### config.mk
export PLATFORM = sky130hd
export DESIGN_NAME = lpc_top
export DESIGN_NICKNAME = d
export VERILOG_FILES = /design/src/logic/lpc_pkg.sv /design/src/logic/lpc_table_stage.sv /design/src/logic/lpc_top.sv
export SDC_FILE = /design/constraint.sdc
export NUM_CORES = 1
export LEC_CHECK = 0
export ABC_CLOCK_PERIOD_IN_PS = 6900
export BUFFER_PORTS_ARGS = -buffer_cell sky130_fd_sc_hd__buf_4
export CORE_UTILIZATION = 64
export CTS_CLUSTER_SIZE = 8
export DETAILED_ROUTE_END_ITERATION = 8
export MAX_ROUTING_LAYER = met4
export PLACE_DENSITY_LB_ADDON = 0.2
export SLEW_MARGIN = 15
export SYNTH_ARGS = -nofsm -noshare
export SYNTH_HDL_FRONTEND = slang
export SYNTH_SLANG_ARGS = --single-unit
### constraint.sdc
create_clock -name sys_clk -period 6.9 [get_ports sys_clk]
set_input_delay 0 -clock sys_clk [delete_from_list [all_inputs] [get_ports sys_clk]]
set_output_delay 0 -clock sys_clk [all_outputs]
set_load 0.01 [all_outputs]
### src/logic/lpc_pkg.sv
// constants and types shared by the look-up table pair logic block
package lpc_pkg;
  localparam int NUM_TABLES = 2;
  typedef logic [3:0] lpc_addr_t;
  typedef logic [7:0] lpc_data_t;
  typedef logic [1:0] lpc_filt_t;
  typedef logic [3:0] lpc_insel_t;
  // register offsets
  localparam lpc_addr_t ADDR_BLOCK_CTRL = 4'h0;
  localparam lpc_addr_t ADDR_SEQ_CTRL = 4'h1;
  localparam lpc_addr_t ADDR_TBL_BASE = 4'h5;
  localparam lpc_addr_t TBL_STRIDE = 4'h4;
  localparam lpc_addr_t OFS_CTRL_A = 4'h0;
  localparam lpc_addr_t OFS_CTRL_B = 4'h1;
  localparam lpc_addr_t OFS_CTRL_C = 4'h2;
  localparam lpc_addr_t OFS_TRUTH = 4'h3;
  localparam lpc_data_t REG_RESET = 8'h00;
  // field positions
  localparam int BC_EN_BIT = 0;
  localparam int CA_EN_BIT = 0;
  localparam int CA_OUTEN_BIT = 3;
  localparam int CA_FILT_LO = 4;
  localparam int CA_TABLE_CLOCK_SOURCE_BIT = 6;
  localparam int CA_EDGE_BIT = 7;
  localparam int CB_IN0_LO = 0;
  localparam int CB_IN1_LO = 4;
  localparam int CC_IN2_LO = 0;
  localparam int SEL_W = 4;
  // sequencer function select encodings
  localparam logic [3:0] SEQ_OFF = 4'h0;
  localparam logic [3:0] SEQ_DFF = 4'h1;
  localparam logic [3:0] SEQ_JK = 4'h2;
  localparam logic [3:0] SEQ_DLATCH = 4'h3;
  localparam logic [3:0] SEQ_RS = 4'h4;
  // output filter select encodings
  localparam lpc_filt_t FILT_OFF = 2'h0;
  localparam lpc_filt_t FILT_SYNC = 2'h1;
  localparam lpc_filt_t FILT_FILTER = 2'h2;
  // table input select encodings
  localparam lpc_insel_t IN_MASK = 4'h0;
  localparam lpc_insel_t IN_FEEDBACK = 4'h1;
  localparam lpc_insel_t IN_LINK = 4'h2;
  localparam lpc_insel_t IN_EVENT_LINE_ZERO = 4'h3;
  localparam lpc_insel_t IN_EVENT_LINE_ONE = 4'h4;
  localparam lpc_insel_t IN_PIN = 4'h5;
  localparam lpc_insel_t IN_PERIPH_A = 4'h6;
  localparam lpc_insel_t IN_PERIPH_B = 4'h7;
endpackage : lpc_pkg

### src/logic/lpc_table_stage.sv
// one table: truth lookup, synchronizer or spike filter, edge detector
`timescale 1ns/1ps
module lpc_table_stage (
  input wire logic sys_clk,
  input wire logic rst_n,
  input wire logic enable,
  input wire lpc_pkg::lpc_data_t truth,
  input wire logic [2:0] sel,
  input wire lpc_pkg::lpc_filt_t filt_sel,
  input wire logic edge_en,
  input wire logic clk_src,
  output logic stage_out,
  output logic tick
);
  import lpc_pkg::*;

  logic sel2_prev_q, sel2_prev_d;
  logic [2:0] shift_q, shift_d;
  logic gated_q, gated_d;
  logic prev_q, prev_d;
  logic pulse_q, pulse_d;
  logic raw, filt;

  function automatic logic truth_bit(input lpc_data_t t, input logic [2:0] idx);
    truth_bit = t[idx];
  endfunction : truth_bit

  always_comb begin
    // input two becomes the table clock; single clock domain, so its rising edge is a tick
    tick = clk_src ? (sel[2] & ~sel2_prev_q) : 1'b1;
    raw = truth_bit(truth, {sel[2] & ~clk_src, sel[1:0]});
    unique case (filt_sel)
      FILT_SYNC: filt = shift_q[1];
      FILT_FILTER: filt = gated_q;
      default: filt = raw;
    endcase
    stage_out = edge_en ? pulse_q : filt;
  end

  always_comb begin
    sel2_prev_d = sel[2];
    shift_d = shift_q;
    gated_d = gated_q;
    prev_d = prev_q;
    pulse_d = pulse_q;
    if (!enable) begin
      shift_d = 3'h0;
      gated_d = 1'b0;
      prev_d = 1'b0;
      pulse_d = 1'b0;
    end else if (tick) begin
      shift_d = {shift_q[1:0], raw};
      if (shift_q[2] == shift_q[1] && shift_q[1] == shift_q[0]) begin
        gated_d = shift_q[2];
      end
      prev_d = filt;
      pulse_d = filt & ~prev_q;
    end
  end

  always_ff @(posedge sys_clk or negedge rst_n) begin
    if (!rst_n) begin
      sel2_prev_q <= 1'b0;
      shift_q <= 3'h0;
      gated_q <= 1'b0;
      prev_q <= 1'b0;
      pulse_q <= 1'b0;
    end else begin
      sel2_prev_q <= sel2_prev_d;
      shift_q <= shift_d;
      gated_q <= gated_d;
      prev_q <= prev_d;
      pulse_q <= pulse_d;
    end
  end
endmodule : lpc_table_stage

### src/logic/lpc_top.sv
// look-up table pair block: configuration, input routing, sequencer, outputs
`timescale 1ns/1ps
module lpc_top (
  input wire logic sys_clk,
  input wire logic rst_b,
  input wire logic wr_en,
  input wire lpc_pkg::lpc_addr_t wr_addr,
  input wire lpc_pkg::lpc_data_t wr_data,
  input wire logic [2:0] tbl0_pin_in,
  input wire logic [2:0] tbl1_pin_in,
  input wire logic event_line_zero,
  input wire logic event_line_one,
  input wire logic periph_a_in,
  input wire logic periph_b_in,
  output logic tbl0_out,
  output logic tbl0_out_oe,
  output logic tbl1_out,
  output logic tbl1_out_oe,
  output logic tbl0_event,
  output logic tbl1_event,
  output logic seq_out,
  output logic block_active
);
  import lpc_pkg::*;

  logic rst_meta_q, rst_n;
  logic glob_en_q, glob_en_d;
  logic [3:0] seq_sel_q, seq_sel_d;
  lpc_data_t ctrl_a_q [NUM_TABLES];
  lpc_data_t ctrl_a_d [NUM_TABLES];
  lpc_data_t ctrl_b_q [NUM_TABLES];
  lpc_data_t ctrl_b_d [NUM_TABLES];
  lpc_data_t ctrl_c_q [NUM_TABLES];
  lpc_data_t ctrl_c_d [NUM_TABLES];
  lpc_data_t truth_q [NUM_TABLES];
  lpc_data_t truth_d [NUM_TABLES];
  logic [NUM_TABLES-1:0] out_q, out_d, oe_q, oe_d, act;
  logic [NUM_TABLES-1:0] stage_out, tick;
  logic [2:0] tsel [NUM_TABLES];
  logic [2:0] pin_in [NUM_TABLES];
  logic seq_q, seq_d, seq_rst_q, seq_rst_d;
  logic active_q, active_d;
  logic even_off_next;

  function automatic lpc_addr_t tbl_addr(input int n, input lpc_addr_t ofs);
    tbl_addr = lpc_addr_t'(ADDR_TBL_BASE + lpc_addr_t'(n) * TBL_STRIDE + ofs);
  endfunction : tbl_addr

  function automatic logic pick_input(input lpc_insel_t code, input logic fb, input logic link,
                                      input logic pin, input logic ev0, input logic ev1,
                                      input logic pa, input logic pb);
    unique case (code)
      IN_FEEDBACK: pick_input = fb;
      IN_LINK: pick_input = link;
      IN_EVENT_LINE_ZERO: pick_input = ev0;
      IN_EVENT_LINE_ONE: pick_input = ev1;
      IN_PIN: pick_input = pin;
      IN_PERIPH_A: pick_input = pa;
      IN_PERIPH_B: pick_input = pb;
      default: pick_input = 1'b0;
    endcase
  endfunction : pick_input

  // reset release through two flops
  always_ff @(posedge sys_clk or negedge rst_b) begin
    if (!rst_b) begin
      rst_meta_q <= 1'b0;
      rst_n <= 1'b0;
    end else begin
      rst_meta_q <= 1'b1;
      rst_n <= rst_meta_q;
    end
  end

  // configuration writes
  always_comb begin
    glob_en_d = glob_en_q;
    seq_sel_d = seq_sel_q;
    for (int n = 0; n < NUM_TABLES; n++) begin
      ctrl_a_d[n] = ctrl_a_q[n];
      ctrl_b_d[n] = ctrl_b_q[n];
      ctrl_c_d[n] = ctrl_c_q[n];
      truth_d[n] = truth_q[n];
    end
    if (wr_en) begin
      if (wr_addr == ADDR_BLOCK_CTRL) begin
        glob_en_d = wr_data[BC_EN_BIT];
      end
      // sequencer setup is locked by the even table's enable
      if (wr_addr == ADDR_SEQ_CTRL && !ctrl_a_q[0][CA_EN_BIT]) begin
        seq_sel_d = wr_data[3:0];
      end
      for (int n = 0; n < NUM_TABLES; n++) begin
        if (wr_addr == tbl_addr(n, OFS_CTRL_A)) begin
          ctrl_a_d[n][CA_EN_BIT] = wr_data[CA_EN_BIT];
          // any write while enabled changes only the enable bit, so enable-set writes carry fields
          if (!ctrl_a_q[n][CA_EN_BIT]) begin
            ctrl_a_d[n] = wr_data;
          end
        end
        if (wr_addr == tbl_addr(n, OFS_CTRL_B) && !ctrl_a_q[n][CA_EN_BIT]) begin
          ctrl_b_d[n] = wr_data;
        end
        if (wr_addr == tbl_addr(n, OFS_CTRL_C) && !ctrl_a_q[n][CA_EN_BIT]) begin
          ctrl_c_d[n] = wr_data;
        end
        if (wr_addr == tbl_addr(n, OFS_TRUTH)) begin
          truth_d[n] = wr_data;
        end
      end
    end
  end

  always_ff @(posedge sys_clk or negedge rst_n) begin
    if (!rst_n) begin
      glob_en_q <= 1'b0;
      seq_sel_q <= SEQ_OFF;
      for (int n = 0; n < NUM_TABLES; n++) begin
        ctrl_a_q[n] <= REG_RESET;
        ctrl_b_q[n] <= REG_RESET;
        ctrl_c_q[n] <= REG_RESET;
        truth_q[n] <= REG_RESET;
      end
    end else begin
      glob_en_q <= glob_en_d;
      seq_sel_q <= seq_sel_d;
      for (int n = 0; n < NUM_TABLES; n++) begin
        ctrl_a_q[n] <= ctrl_a_d[n];
        ctrl_b_q[n] <= ctrl_b_d[n];
        ctrl_c_q[n] <= ctrl_c_d[n];
        truth_q[n] <= truth_d[n];
      end
    end
  end

  // input routing; link uses the registered output so two linked tables cannot form a loop
  always_comb begin
    pin_in[0] = tbl0_pin_in;
    pin_in[1] = tbl1_pin_in;
    for (int n = 0; n < NUM_TABLES; n++) begin
      act[n] = glob_en_q & ctrl_a_q[n][CA_EN_BIT];
      tsel[n][0] = pick_input(ctrl_b_q[n][CB_IN0_LO +: SEL_W], seq_q, out_q[(n + 1) % NUM_TABLES],
                              pin_in[n][0], event_line_zero, event_line_one, periph_a_in, periph_b_in);
      tsel[n][1] = pick_input(ctrl_b_q[n][CB_IN1_LO +: SEL_W], seq_q, out_q[(n + 1) % NUM_TABLES],
                              pin_in[n][1], event_line_zero, event_line_one, periph_a_in, periph_b_in);
      tsel[n][2] = pick_input(ctrl_c_q[n][CC_IN2_LO +: SEL_W], seq_q, out_q[(n + 1) % NUM_TABLES],
                              pin_in[n][2], event_line_zero, event_line_one, periph_a_in, periph_b_in);
    end
  end

  for (genvar g = 0; g < NUM_TABLES; g++) begin : g_tbl
    lpc_table_stage u_stage (
      .sys_clk(sys_clk),
      .rst_n(rst_n),
      .enable(act[g]),
      .truth(truth_q[g]),
      .sel(tsel[g]),
      .filt_sel(ctrl_a_q[g][CA_FILT_LO +: 2]),
      .edge_en(ctrl_a_q[g][CA_EDGE_BIT]),
      .clk_src(ctrl_a_q[g][CA_TABLE_CLOCK_SOURCE_BIT]),
      .stage_out(stage_out[g]),
      .tick(tick[g])
    );
  end

  // sequencer; latch modes are transparent per system clock, no true latches in this design
  always_comb begin
    even_off_next = ~(glob_en_d & ctrl_a_d[0][CA_EN_BIT]);
    seq_rst_d = ~act[0];
    seq_d = seq_q;
    if (even_off_next || seq_rst_q) begin
      seq_d = 1'b0;
    end else begin
      unique case (seq_sel_q)
        SEQ_DFF: if (tick[0] && stage_out[1]) seq_d = stage_out[0];
        SEQ_JK: begin
          if (tick[0]) begin
            unique case ({stage_out[0], stage_out[1]})
              2'h1: seq_d = 1'b0;
              2'h2: seq_d = 1'b1;
              2'h3: seq_d = ~seq_q;
              default: seq_d = seq_q;
            endcase
          end
        end
        SEQ_DLATCH: if (stage_out[1]) seq_d = stage_out[0];
        SEQ_RS: begin
          // both inputs high is forbidden; we simply hold
          if (stage_out[0] && !stage_out[1]) seq_d = 1'b1;
          else if (!stage_out[0] && stage_out[1]) seq_d = 1'b0;
        end
        default: seq_d = 1'b0;
      endcase
    end
  end

  // outputs
  always_comb begin
    for (int n = 0; n < NUM_TABLES; n++) begin
      out_d[n] = act[n] & stage_out[n];
      oe_d[n] = act[n] & ctrl_a_q[n][CA_OUTEN_BIT];
    end
    active_d = glob_en_q;
  end

  always_ff @(posedge sys_clk or negedge rst_n) begin
    if (!rst_n) begin
      seq_q <= 1'b0;
      seq_rst_q <= 1'b1;
      out_q <= '0;
      oe_q <= '0;
      active_q <= 1'b0;
    end else begin
      seq_q <= seq_d;
      seq_rst_q <= seq_rst_d;
      out_q <= out_d;
      oe_q <= oe_d;
      active_q <= active_d;
    end
  end

  assign tbl0_out = out_q[0];
  assign tbl1_out = out_q[1];
  assign tbl0_event = out_q[0];
  assign tbl1_event = out_q[1];
  assign tbl0_out_oe = oe_q[0];
  assign tbl1_out_oe = oe_q[1];
  assign seq_out = seq_q;
  assign block_active = active_q;
endmodule : lpc_top

After elaboration in Yosys (flattened, before gate mapping)
Index checks and enable logic that the tools add are counted.
- ROM bits: 0
- latch bits: 0
- logic and storage cells: 207
- memories: 0
- flip-flop bits (word level): 84
- memory bits (writable): 0
- div/mod/pow operators: 0
- multiplexer cells: 48
- shift operators: 0
- equal/unequal tests: 75
- bitwise gates (word level): 24
- reduce and logical (&&, ||, !) cells: 29
- multipliers: 0
- order comparisons: 2
- add/subtract/negate cells: 0
- operators with widths (kind ; number):
    $eq 4x3->1 const B ; 28
    $eq 4x2->1 const B ; 14
    $pmux 1 s7 ; 6
    $eq 4x1->1 const B ; 8
    $mux 1 ; 29
    $eq 4x4->1 const B ; 5
    $reduce_and 2->1 ; 10
    $mux 8 ; 2
    $and 1x1->1 ; 13
    $mux 3 ; 4
    $not 1->1 ; 11
    $logic_and 1x1->1 ; 10
    $mux 9 ; 1
    $eq 2x2->1 const B ; 4
    $lt 3x4->1 const B ; 2
    $ne 2x2->1 const B ; 4
    $bmux 1 s3 ; 2
    $eq 2x1->1 const B ; 3
    $ne 3x2->1 const B ; 2
    $reduce_and 3->1 ; 2
    $ne 5x5->1 const B ; 1
    $reduce_and 5->1 ; 1
    $eq 1x1->1 ; 4
    $logic_not 1->1 ; 4
    other kinds (7) ; 8

Longest topological paths before layout
- word-level depth: 13
- gate-level depth with buffers: 16

Cells and area by module
From an unflattened synthesis, not the netlist that was laid out.
- cell total of the unflattened synthesis: 331
- area, all modules: 4010.1 um^2
- by module, submodules not included (module ; cells each ; times used ; area each (um^2)):
    lpc_top ; 227 ; 1 ; 3064.2
    lpc_table_stage ; 52 ; 2 ; 473.0

Worst setup path after synthesis
OpenSTA, ideal clock, no wires.
- kind: register -> register
- start point: reg ctrl_b_q[9] (netlist bit)
- end point: reg seq_q, in the netlist seq_out
- period minus slack after synthesis: 3.101 ns
- data required time: 6.806 ns
- stages on the path, launching flop included: 16
- buffers on the path: 0
- data arrival time: 3.007 ns
- library setup time: 0.094 ns
- path slack: 3.799 ns
- cell sequence: dfrtp_1 -> mux2_1 -> a221o_1 -> a21boi_0 -> o32ai_1 -> mux2_2 -> a21oi_2 -> mux2i_4 -> inv_1 -> ha_1 -> inv_1 -> a211o_1 -> a211o_1 -> o21ai_2 -> a21oi_2 -> a221oi_2
- word-level cells in the longest chain between the ends: 11
- RTL lines (what ; line ; text):
    from (decl) ; lpc_top.sv:31 ; lpc_data_t ctrl_b_q [NUM_TABLES];
    from (signal, indexed assignment) ; lpc_top.sv:129 ; ctrl_b_q[n] <= ctrl_b_d[n];
    $eq 4x3->1, or another cell as far along ; lpc_top.sv:52 ; unique case (code)
    $pmux 1 s7 * ; lpc_top.sv:52 ;
    $bmux 1 s3 * ; lpc_table_stage.sv:25 ; truth_bit = t[idx];
    $mux 1 (implied by the code) * ; lpc_table_stage.sv:25 ;
    $pmux 1 s2 * ; lpc_table_stage.sv:32 ; unique case (filt_sel)
    $mux 1 * ; lpc_table_stage.sv:37 ; stage_out = edge_en ? pulse_q : filt;
    $eq 2x2->1 or $eq 2x1->1 (tied branches) ; lpc_top.sv:178 ; unique case ({stage_out[0], stage_out[1]})
    $pmux 1 s3 ; lpc_top.sv:178 ;
    $mux 1 ; lpc_top.sv:177 ; if (tick[0]) begin
    $pmux 1 s4 ; lpc_top.sv:174 ; unique case (seq_sel_q)
    $mux 1 ; lpc_top.sv:171 ; if (even_off_next || seq_rst_q) begin
    to (signal assigned) ; lpc_top.sv:214 ; seq_q <= seq_d;
    to (decl) ; lpc_top.sv:41 ; logic seq_q, seq_d, seq_rst_q, seq_rst_d;
Every way passes the cells marked *; elsewhere a longest branch is shown, timed or not. The select of a mux whose other input is x is not followed.
A chain may end at the register's enable or synchronous reset.

Worst setup path in the final report
Same ends and word-level chain as after synthesis.

==> flow_summary_export.csv <==
group,metric,value,unit
status,outcome,"finished clean",
route,wirelength_met1,3903,µm
placement,place.gp.congestion,0.9094,
power,ir_drop,0.2176,mV
clock_network,cts_root_buf,"clkbuf_8",
yosys,ys_seq_area_frac,0.4963,
route,vias,2867,
timing,grt_setup_unrepaired,"no",
route,wirelength,8758,µm
clock_network,clock_latency,0.35,ns
global_route,overflow,0,
layout,drive_gt1_frac,0.3247,
timing,fmax,279.1,MHz
placement,placed_area,4333,µm²
yosys,syn-num-nets,370,
route,routed_via_density,6.192,
yosys,synth_edf_count,0,
clock_network,cts.sinks,80,
route,first_pass_iters,5,
route,antenna_left,0,
worst_setup_path,cp_max_fo,6,
layout,area_delta_synth_final,14.26,%
timing,clock-skew-final,0.01111,ns
global_route,grt_pass1_vias,2771,
clock_network,htree_levels,3,
layout,final_cell_mix,"dfrtp_1, mux2_2, buf_4",
yosys,async_reset_ff_frac,1.000,
worst_setup_path,critPathLaunchType,"flop",
placement,numPortBuffers,32,
yosys,syn_inst,338,
worst_setup_path,cp.required,7.13,ns
layout,antenna_cells,0,
layout,design_area,4612,µm²
floorplanning,pin_count,33,
timing,fin_setup_tns,0,ns
clock_network,cts_resized,0,
clock_network,ctsLongestPathBuffers,2,
yosys,synth_warnings,0,
power,power_density,305.0,nW/µm²
timing,finalSetupViolations,0,
floorplanning,fp-row-count,28,
power,power_leakage,0.002072,µW
clock_network,clk_pin_slew_worst_paths,0.08,ns
yosys,syn_area,4036,µm²
power,combPwrFrac,0.295,
clock_network,cts_made_buffers,9,
floorplanning,dieArea,6628,µm²
global_route,grt_pass1_wl,14060,µm
layout,fill_cells,389,
route,drt_iter0_drc,245,
layout,final_common_cell,"dfrtp_1",
floorplanning,start_util,0.6738,
layout,final_util,0.7698,
layout,nets,415,
power,seq_power_share,0.467,
worst_setup_path,arrival,3.81,ns
power,switching_share,0.3280,
route,drc_errors,0,
yosys,synthFlopType,"dfrtp_1",
global_route,grt_max_degree,79,
floorplanning,die_h,81.42,µm
placement,hpwlAfterDp,6088,µm
floorplanning,core_area,5991,µm²
flow_run,maxCapViolCount,0,
hold_path,min_path_type,"in2reg",
yosys,ys_ff_latch,80,
route,met2_length,4144,µm
power,switching_power,461.3,µW
power,p_int,945.1,µW
route,met3_length,504,µm
worst_setup_path,end_kind,"flop",
worst_setup_path,critical_path_class,"reg2reg",
timing,fin_crit_sh,0.5193,
global_route,antenna_found_initial,0,
route,top_layer_used,"met4",
route,routedWlPerCell,18.92,µm
power,pwr-share-clk,0.238,
clock_network,cts_tree,"done",
timing,slew_headroom,0.3307,
timing,slew_violations,0,
yosys,avgSynthCellArea,11.94,µm²
yosys,ys_types,51,
global_route,grt_use_total,0.3050,
timing,hold_viol,0,
timing,final_period_minus_worst_setup_slack,3.583,ns
timing,tightest_slew,1.004,ns
floorplanning,fp.dieW,81.42,µm
==> worst max-delay path, cell delays in order, from the launching register on <==
cell	delay [ns]
dfrtp_1	0.42
mux2_1	0.35
a221o_1	0.39
and3_1	0.20
o32ai_1	0.26
mux2_2	0.26
a21oi_2	0.09
mux2i_4	0.20
inv_1	0.09
ha_1	0.22
nor2b_1	0.13
o21ai_0	0.16
inv_1	0.05
o21ai_0	0.27
nor3_1	0.11
a21oi_2	0.18
a221oi_2	0.07
==> timing repair <==
action                                 4_1_cts  5_1_grt
setup endpoints to repair                    0        0
setup buffers                                0        0
endpoints found under the hold margin       36        1
hold buffers                                 8        1
==> registers in the layout (all words and copies together), names as in the netlist, 4 cells and up <==
signal,cells
truth_q,16
ctrl_a_q,12
g_tbl.u_stage.shift_q,6
ctrl_b_q,16
seq_sel_q,4
ctrl_c_q,8
==> final timing paths <==
| path | startpoint | end | slack [ns] | cells after the start |
|---|---|---|---|---|
| min | wr_data[0] | ctrl_c_q[8] | 0.01 | 3 |
| max reg2reg | ctrl_b_q[9] | seq_out | 3.32 | 16 |
| max | ctrl_b_q[9] | seq_out | 3.32 | 16 |
| max in group asynchronous | rst_n | ctrl_a_q[14] | 5.75 | 0 |
| min reg2reg | rst_meta_q | rst_n | 0.37 | 0 |
| min in group asynchronous | rst_b | rst_n | 0.49 | 3 |
==> layer usage <==
metal,up-vias,GRT usage
li1,1329,-
met1,1427,0.4009
met2,89,0.4717
met3,22,0.07222
met4,0,0.09107
met5,-,-
==> final cells by class <==
cell class / instances / area (µm²) / share of cell area
clock inverter: 5 / 57.56 / 0.01248
timing repair buffer: 41 / 330.3 / 0.07162
inverter: 15 / 56.30 / 0.01221
tap: 75 / 93.84 / 0.02035
clock buffer: 11 / 131.4 / 0.02849
multi-input combinational: 236 / 1936 / 0.4197
sequential: 80 / 2007 / 0.4352
==> per-stage QoR <==
step | instances | power, µW | setup slack [ns] | hold slack, ns
3_3_place_gp | 438 | 1051 | 3.470 | -0.2180
4_1_cts | 462 | 1410 | 3.345 | 0.002557
2_1_floorplan | 338 | 964.1 | 3.799 | -0.2956
6_report | 463 | 1406 | 3.317 | 0.01203
3_5_place_dp | 438 | 1072 | 3.401 | -0.2167
5_1_grt | 463 | 1495 | 3.039 | 0.007845
==> synth_stat cells, types with 3 or more instances <==
cell type / number / area share
ha_1: 7 / 0.022
mux2_2: 62 / 0.17
mux4_2: 4 / 0.022
nand2b_1: 4 / 0.0062
a221oi_1: 5 / 0.011
a221oi_2: 3 / 0.011
nand2_1: 22 / 0.020
clkbuf_1: 4 / 0.0037
dfrtp_1: 79 / 0.49
o21ai_0: 9 / 0.011
inv_1: 14 / 0.013
nor3_1: 4 / 0.0050
a21oi_1: 8 / 0.0099
o32ai_1: 4 / 0.0087
nor2b_1: 13 / 0.020
and3_1: 9 / 0.014
mux2i_1: 8 / 0.020
nor2_1: 19 / 0.018
nand3b_1: 3 / 0.0056
a21boi_0: 4 / 0.0074
nand3_1: 12 / 0.015
==> power by group through the flow <==
| stage | Clock [µW] | Combinational (µW) | Sequential (µW) |
|---|---|---|---|
| 2_1_floorplan | 0 | 324 | 640 |
| 3_3_place_gp | 0 | 393 | 659 |
| 3_5_place_dp | 0 | 406 | 666 |
| 4_1_cts | 341 | 413 | 656 |
| 5_1_grt | 364 | 459 | 672 |
| 6_report | 335 | 415 | 657 |
==> kinds of logic (layout without fill, tap and decap cells) <==
| kind of cell | after synthesis | in the layout | synth area share |
|---|---|---|---|
| adder cells (fa/ha/maj) | 7 | 7 | 0.02170 |
| AND/OR/NAND/NOR | 96 | 96 | 0.1228 |
| flip-flops | 80 | 80 | 0.4963 |
| multiplexers | 77 | 77 | 0.2272 |
| AO/OA/AOI/OAI | 55 | 55 | 0.1069 |
| other | 1 | 1 | 0.0009291 |
| buffers and inverters | 22 | 72 | 0.02418 |
No activity file was read; power rests on OpenSTA's default activity.
